==> src/include/dpm_pkg.sv <==
// Package with register map, field layout, reset values and timing constants of the drive protection monitor
package dpm_pkg;
  localparam int          SPD_W          = 16;
  localparam int          TEMP_W         = 8;
  localparam int          ADDR_W         = 6;
  localparam int          N_TERM         = 6;
  localparam int          TIME_W         = 7;

  localparam logic [5:0]  REG_MODE       = 6'h00;
  localparam logic [5:0]  REG_LEVEL      = 6'h04;
  localparam logic [5:0]  REG_DTIME      = 6'h08;
  localparam logic [5:0]  REG_RTIME      = 6'h0C;
  localparam logic [5:0]  REG_MARGIN     = 6'h10;
  localparam logic [5:0]  REG_PROTSW     = 6'h14;
  localparam logic [5:0]  REG_OUTSEL0    = 6'h18;
  localparam logic [5:0]  REG_OUTSEL1    = 6'h1C;
  localparam logic [5:0]  REG_TRIPT      = 6'h20;
  localparam logic [5:0]  REG_CTRL       = 6'h24;
  localparam logic [5:0]  REG_STATUS     = 6'h28;
  localparam logic [5:0]  REG_IRQ_STAT   = 6'h2C;
  localparam logic [5:0]  REG_IRQ_MASK   = 6'h30;

  localparam logic [1:0]  MODE_RST       = 2'h0;
  localparam logic [5:0]  LEVEL_RST      = 6'h0A;
  localparam logic [5:0]  LEVEL_MAX      = 6'h32;
  localparam logic [6:0]  DTIME_RST      = 7'h05;
  localparam logic [6:0]  RTIME_RST      = 7'h05;
  localparam logic [6:0]  TIME_MAX       = 7'h64;
  localparam logic [4:0]  MARGIN_RST     = 5'h05;
  localparam logic [4:0]  MARGIN_MIN     = 5'h01;
  localparam logic [4:0]  MARGIN_MAX     = 5'h14;
  localparam logic [7:0]  PROTSW_RST     = 8'h40;
  localparam logic [7:0]  PROTSW_USED    = 8'h5B;
  localparam logic [7:0]  TRIPT_RST      = 8'h5A;
  localparam logic [7:0]  OUTSEL_RST     = 8'h00;

  localparam int          PSW_OVER_TORQ  = 0;
  localparam int          PSW_DRIVE_CONT = 1;
  localparam int          PSW_SAFETY_INPUT_INACTIVE_INDICATION_MODE = 3;
  localparam int          PSW_ULC_ASR    = 4;
  localparam int          PSW_FAN_BATT   = 6;

  localparam logic [7:0]  FUNC_FB_FAULT  = 8'h4C;
  localparam logic [7:0]  FUNC_HEAT_WARN = 8'h1C;

  localparam int          CTRL_FAULT_RST = 0;
  localparam int          IRQ_W          = 3;
  localparam int          IRQ_FB         = 0;
  localparam int          IRQ_TRIP       = 1;
  localparam int          IRQ_HEAT       = 2;

  localparam logic [9:0]  HYST_DEG       = 10'h003;
  // Speed unit is 0.01 Hz, so the zero-speed band of 0.1 Hz is 10 counts
  localparam logic [15:0] ZERO_BAND      = 16'h000A;
  localparam logic [6:0]  PCT_FULL       = 7'h64;

  localparam int          TIME_UNIT_MS   = 100;
  localparam int          CLK_PERIOD_NS  = 10;
  localparam int          TICK_CYCLES    = TIME_UNIT_MS * 1000000 / CLK_PERIOD_NS;
endpackage

==> src/logic/dpm_monitor.sv <==
// Drive protection monitor: feedback fault classification, overheat warning, protection switches
//
// Chosen here: the register addresses and the Avalon-MM register port.
`timescale 1ns/1ps
module dpm_monitor #(
  parameter int TICK_CYCLES = dpm_pkg::TICK_CYCLES
) (
  input  wire logic                             clock,
  input  wire logic                             rst,
  input  wire logic [dpm_pkg::ADDR_W-1:0]       avs_address,
  input  wire logic                             avs_read,
  input  wire logic                             avs_write,
  input  wire logic [31:0]                      avs_writedata,
  output logic      [31:0]                      avs_readdata,
  output logic                                  avs_waitrequest,
  input  wire logic signed [dpm_pkg::SPD_W-1:0] ref_speed,
  input  wire logic signed [dpm_pkg::SPD_W-1:0] det_speed,
  input  wire logic [dpm_pkg::TEMP_W-1:0]       temp_heatsink,
  input  wire logic [dpm_pkg::TEMP_W-1:0]       temp_internal,
  input  wire logic [dpm_pkg::TEMP_W-1:0]       temp_junction,
  output logic                                  alarm_output,
  output logic                                  speed_deviation_trip,
  output logic                                  feedback_fault_flag,
  output logic                                  overheat_early_warning,
  output logic [dpm_pkg::N_TERM-1:0]            out_terminal,
  output logic                                  over_torque_stop_en,
  output logic                                  drive_continuance_en,
  output logic                                  safety_input_inactive_indication_output_mode,
  output logic                                  ulc_speed_loop_en,
  output logic                                  fan_battery_en,
  output logic                                  irq
);
  localparam int NT = dpm_pkg::N_TERM;

  function automatic logic [15:0] mag(input logic signed [15:0] v);
    mag = v[15] ? 16'(-v) : 16'(v);
  endfunction

  // Avalon slave: every access waits one cycle, then completes
  logic        ack_ff;
  logic        nxt_ack;
  logic [31:0] rdata_ff;
  logic [31:0] nxt_rdata;
  logic        wr_go;
  logic        rd_go;

  assign avs_waitrequest = (avs_read || avs_write) && !ack_ff;
  assign wr_go           = avs_write && ack_ff;
  assign rd_go           = avs_read && ack_ff;
  assign avs_readdata    = rdata_ff;

  // Configuration registers
  logic [1:0]    mode_ff, nxt_mode;
  logic [5:0]    level_ff, nxt_level;
  logic [6:0]    dtime_ff, nxt_dtime;
  logic [6:0]    rtime_ff, nxt_rtime;
  logic [4:0]    margin_ff, nxt_margin;
  logic [7:0]    psw_ff, nxt_psw;
  logic [7:0]    sel_ff [NT], nxt_sel [NT];
  logic [23:0]   tript_ff, nxt_tript;
  logic [2:0]    istat_ff, nxt_istat;
  logic [2:0]    imask_ff, nxt_imask;
  logic          fault_rst;

  // Fault and warning state
  logic          fb_ff, nxt_fb;
  logic          trip_ff, nxt_trip;
  logic          heat_ff, nxt_heat;
  logic [NT-1:0] term_ff, nxt_term;

  // Domain classification
  logic [15:0]   abs_ref, abs_det;
  logic [16:0]   diff;
  logic [23:0]   dev_scaled, ref_scaled;
  logic          dev_big, opp, dom_rev, dom_over, dom_broken, dom_under, chk;
  logic          t1_run, t2_run, t1_exp, t2_exp, detect;
  logic          tick;
  logic [31:0]   tdiv_ff, nxt_tdiv;

  always_comb
  begin
    abs_ref    = mag(ref_speed);
    abs_det    = mag(det_speed);
    diff       = 17'(det_speed) - 17'(ref_speed);
    diff       = diff[16] ? 17'(-diff) : diff;
    dev_scaled = 24'(diff) * 24'(dpm_pkg::PCT_FULL);
    ref_scaled = 24'(abs_ref) * 24'(level_ff);
    dev_big    = dev_scaled > ref_scaled;
    opp        = (ref_speed[15] != det_speed[15]) && abs_ref > dpm_pkg::ZERO_BAND
                 && abs_det > dpm_pkg::ZERO_BAND;
    dom_rev    = opp && dev_big;
    // No broken-wire call at zero speed: the encoder is legitimately still
    dom_broken = !opp && dev_big && abs_ref > dpm_pkg::ZERO_BAND && abs_det <= dpm_pkg::ZERO_BAND;
    dom_over   = !opp && dev_big && !dom_broken && abs_det > abs_ref;
    dom_under  = !opp && dev_big && !dom_broken && abs_ref > abs_det;
    chk        = dom_rev || dom_over || dom_broken || (mode_ff >= 2'h2 && dom_under);
  end

  // Timers clear and stay at zero once trip_ff is latched (the deviation timer also on fb_ff) so they cannot re-fire
  assign t1_run = chk && !fb_ff && !trip_ff;
  assign t2_run = (mode_ff == 2'h3) && dom_rev && !trip_ff;
  assign detect = t1_exp || t2_exp;

  dpm_timer #(.TW(dpm_pkg::TIME_W)) u_dev_timer (
    .clock   (clock),
    .rst     (rst),
    .run     (t1_run),
    .tick    (tick),
    .limit   (dtime_ff),
    .expired (t1_exp)
  );

  dpm_timer #(.TW(dpm_pkg::TIME_W)) u_rev_timer (
    .clock   (clock),
    .rst     (rst),
    .run     (t2_run),
    .tick    (tick),
    .limit   (rtime_ff),
    .expired (t2_exp)
  );

  // Time-unit tick divider (0.1 s per tick)
  assign tick = (tdiv_ff == 32'(TICK_CYCLES - 1));

  always_comb
  begin
    nxt_tdiv = tick ? 32'h0000_0000 : tdiv_ff + 32'h0000_0001;
  end

  // Overheat thresholds
  logic [9:0] thr [3];
  logic [7:0] temps [3];
  logic       any_hot, all_cool;

  always_comb
  begin
    temps[0] = temp_heatsink;
    temps[1] = temp_internal;
    temps[2] = temp_junction;
    any_hot  = 1'b0;
    all_cool = 1'b1;
    for (int i = 0; i < 3; i++)
    begin
      thr[i]   = 10'(tript_ff[8*i +: 8]) - 10'(margin_ff);
      any_hot  = any_hot || ($signed(10'(temps[i])) > $signed(thr[i]));
      all_cool = all_cool && ($signed(10'(temps[i])) < $signed(thr[i] - dpm_pkg::HYST_DEG));
    end
  end

  // Fault, warning and terminal state
  always_comb
  begin
    nxt_fb   = fb_ff;
    nxt_trip = trip_ff;
    if (fault_rst)
    begin
      nxt_fb   = 1'b0;
      nxt_trip = 1'b0;
    end
    if (detect && mode_ff == 2'h0)
      nxt_fb = 1'b1;
    if (detect && mode_ff != 2'h0)
      nxt_trip = 1'b1;
    if (any_hot)
      nxt_heat = 1'b1;
    else if (all_cool)
      nxt_heat = 1'b0;
    else
      nxt_heat = heat_ff;
  end

  for (genvar g = 0; g < NT; g++)
  begin : g_term
    assign nxt_term[g] = (sel_ff[g] == dpm_pkg::FUNC_FB_FAULT && fb_ff)
                      || (sel_ff[g] == dpm_pkg::FUNC_HEAT_WARN && heat_ff);
  end

  // Register writes, read mux, interrupt status
  assign fault_rst = wr_go && avs_address == dpm_pkg::REG_CTRL && avs_writedata[dpm_pkg::CTRL_FAULT_RST];

  always_comb
  begin
    nxt_ack    = (avs_read || avs_write) && !ack_ff;
    nxt_mode   = mode_ff;
    nxt_level  = level_ff;
    nxt_dtime  = dtime_ff;
    nxt_rtime  = rtime_ff;
    nxt_margin = margin_ff;
    nxt_psw    = psw_ff;
    nxt_sel    = sel_ff;
    nxt_tript  = tript_ff;
    nxt_imask  = imask_ff;
    nxt_istat  = istat_ff;
    nxt_rdata  = rdata_ff;
    // Clear only what the read returned: an event during the wait cycle is kept
    if (rd_go && avs_address == dpm_pkg::REG_IRQ_STAT)
      nxt_istat = istat_ff & ~rdata_ff[2:0];
    // Set after clear so an event in the clearing cycle survives
    nxt_istat = nxt_istat | {nxt_heat && !heat_ff, nxt_trip && !trip_ff, nxt_fb && !fb_ff};
    if (wr_go)
    begin
      unique case (avs_address)
        dpm_pkg::REG_MODE:     nxt_mode   = avs_writedata[1:0];
        dpm_pkg::REG_LEVEL:    nxt_level  = (avs_writedata[5:0] > dpm_pkg::LEVEL_MAX || |avs_writedata[31:6])
                                            ? dpm_pkg::LEVEL_MAX : avs_writedata[5:0];
        dpm_pkg::REG_DTIME:    nxt_dtime  = (avs_writedata[6:0] > dpm_pkg::TIME_MAX || |avs_writedata[31:7])
                                            ? dpm_pkg::TIME_MAX : avs_writedata[6:0];
        dpm_pkg::REG_RTIME:    nxt_rtime  = (avs_writedata[6:0] > dpm_pkg::TIME_MAX || |avs_writedata[31:7])
                                            ? dpm_pkg::TIME_MAX : avs_writedata[6:0];
        dpm_pkg::REG_MARGIN:   nxt_margin = (avs_writedata[4:0] < dpm_pkg::MARGIN_MIN) ? dpm_pkg::MARGIN_MIN :
                                            (avs_writedata[4:0] > dpm_pkg::MARGIN_MAX || |avs_writedata[31:5])
                                            ? dpm_pkg::MARGIN_MAX : avs_writedata[4:0];
        // Unassigned bits are dropped so they always read back as zero
        dpm_pkg::REG_PROTSW:   nxt_psw    = avs_writedata[7:0] & dpm_pkg::PROTSW_USED;
        dpm_pkg::REG_OUTSEL0:  for (int i = 0; i < 4; i++) nxt_sel[i] = avs_writedata[8*i +: 8];
        dpm_pkg::REG_OUTSEL1:  for (int i = 4; i < NT; i++) nxt_sel[i] = avs_writedata[8*(i-4) +: 8];
        dpm_pkg::REG_TRIPT:    nxt_tript  = avs_writedata[23:0];
        dpm_pkg::REG_IRQ_MASK: nxt_imask  = avs_writedata[2:0];
        default:               nxt_mode   = mode_ff;
      endcase
    end
    if (avs_read && !ack_ff)
    begin
      unique case (avs_address)
        dpm_pkg::REG_MODE:     nxt_rdata = {30'h0, mode_ff};
        dpm_pkg::REG_LEVEL:    nxt_rdata = {26'h0, level_ff};
        dpm_pkg::REG_DTIME:    nxt_rdata = {25'h0, dtime_ff};
        dpm_pkg::REG_RTIME:    nxt_rdata = {25'h0, rtime_ff};
        dpm_pkg::REG_MARGIN:   nxt_rdata = {27'h0, margin_ff};
        dpm_pkg::REG_PROTSW:   nxt_rdata = {24'h0, psw_ff};
        dpm_pkg::REG_OUTSEL0:  nxt_rdata = {sel_ff[3], sel_ff[2], sel_ff[1], sel_ff[0]};
        dpm_pkg::REG_OUTSEL1:  nxt_rdata = {16'h0, sel_ff[5], sel_ff[4]};
        dpm_pkg::REG_TRIPT:    nxt_rdata = {8'h0, tript_ff};
        dpm_pkg::REG_STATUS:   nxt_rdata = {24'h0, dom_under, dom_broken, dom_over, dom_rev, chk,
                                            heat_ff, trip_ff, fb_ff};
        dpm_pkg::REG_IRQ_STAT: nxt_rdata = {29'h0, istat_ff};
        dpm_pkg::REG_IRQ_MASK: nxt_rdata = {29'h0, imask_ff};
        default:               nxt_rdata = 32'h0000_0000;
      endcase
    end
  end

  always_ff @(posedge clock or posedge rst)
  begin
    if (rst)
    begin
      ack_ff    <= 1'b0;
      rdata_ff  <= 32'h0000_0000;
      mode_ff   <= dpm_pkg::MODE_RST;
      level_ff  <= dpm_pkg::LEVEL_RST;
      dtime_ff  <= dpm_pkg::DTIME_RST;
      rtime_ff  <= dpm_pkg::RTIME_RST;
      margin_ff <= dpm_pkg::MARGIN_RST;
      psw_ff    <= dpm_pkg::PROTSW_RST;
      for (int i = 0; i < NT; i++) sel_ff[i] <= dpm_pkg::OUTSEL_RST;
      tript_ff  <= {3{dpm_pkg::TRIPT_RST}};
      istat_ff  <= '0;
      imask_ff  <= '0;
      fb_ff     <= 1'b0;
      trip_ff   <= 1'b0;
      heat_ff   <= 1'b0;
      term_ff   <= '0;
      tdiv_ff   <= 32'h0000_0000;
    end
    else
    begin
      ack_ff    <= nxt_ack;
      rdata_ff  <= nxt_rdata;
      mode_ff   <= nxt_mode;
      level_ff  <= nxt_level;
      dtime_ff  <= nxt_dtime;
      rtime_ff  <= nxt_rtime;
      margin_ff <= nxt_margin;
      psw_ff    <= nxt_psw;
      sel_ff    <= nxt_sel;
      tript_ff  <= nxt_tript;
      istat_ff  <= nxt_istat;
      imask_ff  <= nxt_imask;
      fb_ff     <= nxt_fb;
      trip_ff   <= nxt_trip;
      heat_ff   <= nxt_heat;
      term_ff   <= nxt_term;
      tdiv_ff   <= nxt_tdiv;
    end
  end

  assign alarm_output           = trip_ff;
  assign speed_deviation_trip   = trip_ff;
  assign feedback_fault_flag    = fb_ff;
  assign overheat_early_warning = heat_ff;
  assign out_terminal           = term_ff;
  assign over_torque_stop_en    = psw_ff[dpm_pkg::PSW_OVER_TORQ];
  assign drive_continuance_en   = psw_ff[dpm_pkg::PSW_DRIVE_CONT];
  assign safety_input_inactive_indication_output_mode      = psw_ff[dpm_pkg::PSW_SAFETY_INPUT_INACTIVE_INDICATION_MODE];
  assign ulc_speed_loop_en      = psw_ff[dpm_pkg::PSW_ULC_ASR];
  assign fan_battery_en         = psw_ff[dpm_pkg::PSW_FAN_BATT];
  assign irq                    = |(istat_ff & imask_ff);
endmodule

==> src/logic/dpm_timer.sv <==
// Detection timer: counts time-unit ticks while its domain condition holds
`timescale 1ns/1ps
module dpm_timer #(
  parameter int TW = 7
) (
  input  wire logic          clock,
  input  wire logic          rst,
  input  wire logic          run,
  input  wire logic          tick,
  input  wire logic [TW-1:0] limit,
  output logic               expired
);
  logic [TW-1:0] cnt_ff;
  logic [TW-1:0] nxt_cnt;

  always_comb
  begin
    nxt_cnt = cnt_ff;
    if (!run)
      nxt_cnt = '0;
    else if (tick && cnt_ff < limit)
      nxt_cnt = cnt_ff + 1'b1;
  end

  always_ff @(posedge clock or posedge rst)
  begin
    if (rst)
      cnt_ff <= '0;
    else
      cnt_ff <= nxt_cnt;
  end

  // A zero limit fires on the first cycle in the domain
  assign expired = run && (cnt_ff >= limit);
endmodule

==> config.mk <==
export PLATFORM = sky130hd
export DESIGN_NAME = dpm_monitor
export DESIGN_NICKNAME = d
export VERILOG_FILES = /design/src/include/dpm_pkg.sv /design/src/logic/dpm_monitor.sv /design/src/logic/dpm_timer.sv
export SDC_FILE = /design/constraint.sdc
export NUM_CORES = 1
export LEC_CHECK = 0
export BUFFER_PORTS_ARGS = -buffer_cell sky130_fd_sc_hd__buf_4
export CAP_MARGIN = 20
export CORE_MARGIN = 4
export CORE_UTILIZATION = 45
export DETAILED_ROUTE_END_ITERATION = 16
export GPL_TIMING_DRIVEN = 0
export PLACE_DENSITY = 0.63
export SLEW_MARGIN = 15
export SYNTH_ARGS = -nofsm -noshare
export SYNTH_HDL_FRONTEND = slang
export SYNTH_SLANG_ARGS = --single-unit
==> constraint.sdc <==
create_clock -name clock -period 9.7 [get_ports clock]
set_input_delay 0 -clock clock [delete_from_list [all_inputs] [get_ports clock]]
set_output_delay 0 -clock clock [all_outputs]
set_load 0.01 [all_outputs]
==> results of run 1 <==
-- worst reg2reg max path: stages (launching register included) --
cell and delay [ns]:
dfstp_2 0.52, buf_1 0.44, clkbuf_1 0.46, nand2_1 0.14, fa_1 0.49, fa_1 0.54
inv_1 0.05, fa_1 0.47, ha_1 0.38, and3_1 0.22, a2111oi_0 0.70, o31ai_1 0.24
o211a_1 0.28, a41o_1 0.25, o21ai_0 0.22, nand2b_1 0.08, a21oi_1 0.19, xor2_1 0.10
ha_1 0.20, a2111oi_0 0.34, o21ai_0 0.14, a22oi_1 0.18, o21ai_0 0.11, a2111o_1 0.59
a31oi_1 0.35, o21ai_0 0.11
-- how the worst max path moves through the flow --
stage,start,to,cells after the start
global placement,det_speed[0],feedback_fault_flag,34
finish,det_speed[0],avs_readdata[4],35
CTS,det_speed[0],feedback_fault_flag,35
detailed placement,det_speed[0],feedback_fault_flag,35
floorplan,ref_speed[7],feedback_fault_flag,34
global route,det_speed[0],feedback_fault_flag,34
-- layout by cell type, fill, tap and decap left out, drive strengths merged, types with 26 or more instances in the layout --
cell type	Yosys	layout
dlygate4sd3	0	31
nor3	42	42
nand2	180	180
nor2	114	114
and2	50	50
clkbuf	48	69
dfrtp	177	177
nor2b	38	38
a21oi	71	71
xnor2	84	84
buf	15	157
fa	73	73
inv	212	213
a21o	26	26
xor2	72	72
ha	223	223
o21a	35	35
nand3	40	40
mux2	77	77
o21ai	122	122
-- flip-flops by register name, summed over array words and instances (netlist names) --
| signal | count |
|---|---|
| sel_ff | 48 |
| u_rev_timer.cnt_ff | 7 |
| psw_ff | 5 |
| overheat_early_warning | 1 |
| tript_ff | 24 |
| istat_ff | 3 |
| out_terminal | 6 |
| alarm_output | 1 |
| feedback_fault_flag | 1 |
| u_dev_timer.cnt_ff | 7 |
| margin_ff | 5 |
| level_ff | 6 |
| ack_ff | 1 |
| imask_ff | 3 |
| dtime_ff | 7 |
| rtime_ff | 7 |
| avs_readdata | 32 |
| mode_ff | 2 |
| tdiv_ff | 32 |
-- power groups by stage --
stage / Sequential [W] / Combinational (W) / Clock (W)
finish: 0.000912 / 0.00297 / 0.000772
global route: 0.000917 / 0.00339 / 0.000815
CTS: 0.000912 / 0.00297 / 0.000780
detailed placement: 0.000927 / 0.00293 / 0
global placement: 0.000926 / 0.00283 / 0
floorplan: 0.000908 / 0.00218 / 0
-- layout make-up --
| cell class | instances | area (µm²) |
|---|---|---|
| repair buffers | 173 | 1390 |
| plain buffers | 63 | 253 |
| inverters | 212 | 803 |
| multi-input cells | 1614 | 12900 |
| flip-flops and latches | 198 | 4980 |
| fillers | 3858 | 19600 |
| clock buffers | 21 | 480 |
| clock inverters | 11 | 168 |
| well taps | 532 | 666 |
-- synthesized netlist by cell type (19+ instances only) --
cell / instances
nand4_1: 24
mux2_2: 77
nor2b_1: 38
o21a_1: 35
a21oi_1: 71
o21ai_0: 121
a21o_1: 26
clkbuf_1: 48
ha_1: 223
xnor2_1: 84
nand2_1: 180
nand3_1: 38
xor2_1: 72
nor3_1: 40
a31oi_1: 19
dfrtp_1: 177
nand2b_1: 22
fa_1: 73
nor2_1: 114
inv_1: 212
nor4_1: 21
dfstp_2: 21
and2_1: 48
-- stage by stage --
| stage | hold WS [ns] | total power, W | std cells | setup slack [ns] |
|---|---|---|---|---|
| final | 0.0676 | 0.00465 | 2824 | 1.08 |
| after global routing | 0.0712 | 0.00512 | 2824 | 0.487 |
| after CTS | 0.0447 | 0.00466 | 2824 | 1.16 |
| after detailed placement | 0.149 | 0.00386 | 2761 | 0.720 |
| after global placement | 0.229 | 0.00376 | 2759 | 0.797 |
| after floorplan | 0.117 | 0.00309 | 2087 | 2.45 |
-- cell families after synthesis --
logic type / Yosys count
simple gates: 625
compound gates: 454
fa+ha+maj: 296
buf+inv: 275
flops: 198
xor+xnor: 156
mux: 83
-- routing by layer --
| metal | part of all wire | up-vias | GRT usage |
|---|---|---|---|
| met4 | 0.022 | 0 | 0.0512 |
| li1 | - | 7780 | - |
| met3 | 0.051 | 68 | 0.0405 |
| met1 | 0.45 | 7997 | 0.330 |
| met2 | 0.48 | 459 | 0.396 |
| met5 | 0 | - | 0 |
-- repair_timing --
| action | in CTS | in global routing |
|---|---|---|
| endpoints found under the hold margin | 144 | 0 |
| endpoints found under the setup margin | 0 | 0 |
| hold buffers | 31 | 0 |
==> impl_results.md, run 1 <==
- Syn nets: 2,481
- Layout cells sized above 1: 0.142
- Flop2flop setup slack: 1.77 ns
- Power per cell area: 215 nW/µm²
- Clock root cell: clkbuf_16
- Mean post-synth cell area: 9.09 µm²
- Net Switching: 0.00210 W
- Post-Synth XOR/XNOR Area: 0.0720
- Post-Layout Inst Area: 21,700 µm²
- Core Footprint: 41,300 µm²
- CTS tree: yes
- Max-Cap Viols: 0
- PortBufs: 140
- Max Fclk: 0.116 GHz
- Leakage: 10.2 nW
- Congestion Overflow GR: 0
- Final Hold Vio Count: 0
- Setup total negative slack: 0 ns
- Dpl cell area: 20,700 µm²
- DR DRC count: 0
- Relative slew slack: 0.229
- Max-slew violation count: 0
- Post-Synth Simple-Gate Area: 0.173
- Ys Warns: 0
- Routed len/inst: 19.2 µm
- Initial antenna violation count: 0
- Cell area after synthesis: 19,000 µm²
- RSZ-0062 raised after global routing: no
- Delay-heaviest family, CP: compound AO/OA/AOI/OAI gates
- #FFs+latches synth: 198
- Post-synth top area cell: dfrtp_1
- Crit path kind: in -> reg
- Vias after detailed routing: 16,304
- Final core occ: 0.525
- Post-synthesis compound-gate area fraction: 0.164
- Register area share after synthesis: 0.263
- Max stage delay cell, worst path: a2111oi_0
- Mux contribution to synthesized area: 0.0489
- GRT Overall Usage: 0.238
- Post-CTS sizing: 0
- Mapped Cells: 2,087
- Global placement routability congestion: 0.910
- Pre-antenna DRT Iters: 8
- CP Capture Type: flop
- Register share of total power: 0.196
- Die height: 213 µm
- Min-delay worst type: in -> reg
- CTS H-tree depth: 4
- Routed wire length: 54,200 µm
- HPWL after detailed placement: 43,300 µm
- Finish-stage setup viols: 0
- Most Frequent Cell on Critical Path: o21ai_0
- First-pass GRT wire length: 87,200 µm
- Top post-synthesis cells by area: dfrtp_1 (23%), ha_1 (15%), fa_1 (7.7%)
- IO Pins: 147
- Hold path cells: 5
- Final period utilization: 0.889
- Largest net degree at the start of global routing: 108
- Die ar.: 45,500 µm²
- Starting density of the core: 0.459
- Worst-Margin Slew: 1.15 ns
- DIE WIDTH: 213 µm
- HP Start: avs_read
- TritonCTS buffer count: 17
- Adder-cell share of the synthesized area: 0.224
- Worst path arrival time: 8.93 ns
- Antenna diode count: 0
- CTS max path bufs: 2
- FF-to-FF Start: level_ff[3]
- Clk sinks: 198
- WP data required: 10.01 ns
- Worst skew pair latency: 0.45 ns
- Antenna-violating nets left: 0
- Main combinational cell family by area after synthesis: adder cells
- FP Rows: 74
- Worst R2R Path Depth: 25
- Switching share of total power: 0.451
- CP bufs+invs: 4
- Int Pwr: 0.00255 W
- Ys flop type: dfrtp_1
- Run status: completed
- P&R area growth vs syn: 14.3%
- Yosys cell types: 85
- DRC marker count from the first detailed-route iteration: 1,224
- Critical Path Start Type: primary input
- Hold Path End: istat_ff[0]
- Tmin final: 8.62 ns
- Clock Pin Slew Worst Setup and Hold Paths: 0.07 ns
- Clock power share: 0.166
- Crit-path max cell delay: 0.78 ns
- R2R Path End: avs_readdata[4]
- Final Skew: 0.00929 ns
- FFs w/ async S/R, synth: 1.00
- Post-synth EDFFs: 0
- Maximum vdd drop: 0.263 mV
- Number of global-route vias before repair: 16,431
- Worst Path Max Fanout: 8
- Fin nets: 2,673
- Combinational Power Share: 0.638
- Via/cell ratio: 5.77
- Post-CTS Setup Inserts: 0
- Yosys top cell area share: 0.233
Note: power is estimated with default switching activity, not from simulation.
==> inputs of run 2 (changes only) <==
--- a/config.mk
+++ b/config.mk
@@ -7,7 +7,6 @@
 export LEC_CHECK = 0
 export BUFFER_PORTS_ARGS = -buffer_cell sky130_fd_sc_hd__buf_4
 export CAP_MARGIN = 20
-export CORE_MARGIN = 4
 export CORE_UTILIZATION = 45
 export DETAILED_ROUTE_END_ITERATION = 16
 export GPL_TIMING_DRIVEN = 0
==> run 2 against run 1 <==
  * Sequential power hardly changed
  * Critical path type unchanged
  * Critical path depth stayed put
  * Highest routed layer unchanged
  * Flip-flop and latch count stayed put
==> impl_results.md, run 2 (synthesis results as in run 1) <==
- Most common cell after layout, fill and taps aside: ha_1
- Worst Setup Slack, final: 0.871 ns
- Final Hold Vio Count: 0
- Max-Cap Viols: 0
- Final Skew: 0.0188 ns
- Number of fill cells in the layout: 3,754
- Number of global-route vias before repair: 16,326
- Post-CTS sizing: 0
- Global placement routability congestion: 0.930
- Crit path kind: in -> reg
- Post-CTS Setup Inserts: 0
- Area taken by multi-input logic gates: 12,900 µm²
- IO Pins: 147
- Final period utilization: 0.910
- Most flops, register: sel_ff
- Vias after detailed routing: 16,213
- PortBufs: 140
- Hold Buf Count CTS: 31
- DR DRC count: 0
- Die ar.: 43,000 µm²
- Antenna-violating nets left: 0
- RSZ-0062 raised after global routing: no
- Crit-path max cell delay: 0.84 ns
- First-pass GRT wire length: 86,200 µm
- Power per cell area: 212 nW/µm²
- Worst skew pair latency: 0.46 ns
- Worst Path Max Fanout: 10
- Most frequent cells in the layout: ha_1 (223), inv_1 (211), nand2_1 (180), dfrtp_1 (177), buf_4 (142)
- Starting density of the core: 0.460
- Fin nets: 2,676
- Finish-stage setup viols: 0
- DIE WIDTH: 207 µm
- Relative slew slack: 0.226
- Via/cell ratio: 5.74
- Place WS: 0.548 ns
- Leakage: 10.2 nW
- Antenna diode count: 0
- Congestion Overflow GR: 0
- DRC marker count from the first detailed-route iteration: 1,193
- CTS max path bufs: 2
- CTS H-tree depth: 4
- Pre-antenna DRT Iters: 6
- Core Footprint: 41,200 µm²
- Tmin final: 8.83 ns
- Clk sinks: 198
- Worst-Margin Slew: 1.15 ns
- Total area of sequential cells: 4980 µm²
- HPWL after detailed placement: 42,800 µm
- Run status: completed
- Most Frequent Cell on Critical Path: o21ai_0
- FP Rows: 74
- Largest net degree at the start of global routing: 81
- Routed wire length: 52,900 µm
- Routed len/inst: 18.7 µm
- Min-delay worst type: in -> reg
- Max stage delay cell, worst path: a2111oi_0
- Worst path arrival time: 9.14 ns
- Initial antenna violation count: 0
- Maximum vdd drop: 0.200 mV
- P&R area growth vs syn: 14.3%
- WP data required: 10.01 ns
- Critical Path Start Type: primary input
- Setup total negative slack: 0 ns
- Max-slew violation count: 0
- Clock root cell: clkbuf_16
- Max Fclk: 0.113 GHz
- GRT Overall Usage: 0.250
- Clock Pin Slew Worst Setup and Hold Paths: 0.08 ns
- Largest register FFs: 48
- Die height: 207 µm
- CTS tree: yes
- CP Capture Type: flop
- Layout cells sized above 1: 0.143
- TritonCTS buffer count: 17
-- run 2: cell types whose count changed in the layout (fill, tap and decap cells not counted) --
cell	delta
buf_16	+1
buf_4	+1
bufinv_16	-2
clkbuf_1	+1
clkbuf_2	+1
clkbuf_8	-2
clkinv_2	-2
clkinv_4	+1
clkinv_8	-1
clkinvlp_4	+2
inv_8	+3
-- run 2: cell type report --
type | count | share of cell area
multi-input combinational | 1614 | 0.597
buffer | 63 | 0.0117
sequential | 198 | 0.230
tap | 532 | 0.0307
timing repair buffer | 176 | 0.0661
clock inverter | 12 | 0.00641
clock buffer | 20 | 0.0211
inverter | 212 | 0.0370
-- run 2: worst paths after layout --
path                                   from             endpoint  slack [ns]  cells after the start
setup / recovery               ref_speed[7]  feedback_fault_flag        0.87                     35
hold / removal             avs_writedata[0]         margin_ff[4]        0.07                      4
setup reg to reg                level_ff[3]  feedback_fault_flag        1.69                     25
hold reg to reg                      ack_ff               ack_ff        0.47                      1
max in group asynchronous               rst          dtime_ff[0]        8.89                      4
min in group asynchronous               rst     avs_readdata[17]        0.08                      3
-- run 2: where the power goes --
part / total (W) / switching [W] / internal, W
Combinational: 0.00295 / 0.00171 / 0.00124
Sequential: 0.000912 / 0.0000442 / 0.000868
Clock: 0.000720 / 0.000342 / 0.000378
Total: 0.00459 / 0.00210 / 0.00249
-- run 2: through the flow --
stage / std cells / area (µm²) / total power [W] / utilization / hold slack (ns)
floorplan: 2087 / 19000 / 0.00309 / - / 0.117
global placement: 2759 / 20700 / 0.00377 / 0.502 / 0.230
detailed placement: 2762 / 20800 / 0.00386 / 0.504 / 0.0123
CTS: 2825 / 21700 / 0.00462 / 0.526 / 0.0422
global route: 2827 / 21700 / 0.00509 / 0.526 / 0.0752
finish: 2827 / 21700 / 0.00459 / 0.526 / 0.0693
-- run 2: layer usage --
layer,up-vias,share of wire,track usage
met5,-,0,0
li1,7793,-,-
met3,84,0.051,0.0375
met2,451,0.46,0.410
met4,0,0.030,0.0867
met1,7885,0.45,0.336
-- run 2: critical path, delay by kind of cell --
kind            cells  cell delay, ns
compound gates     19            5.01
fa+ha+maj           6            2.06
buf+inv             5            0.83
simple gates        3            0.67
xor+xnor            2            0.51
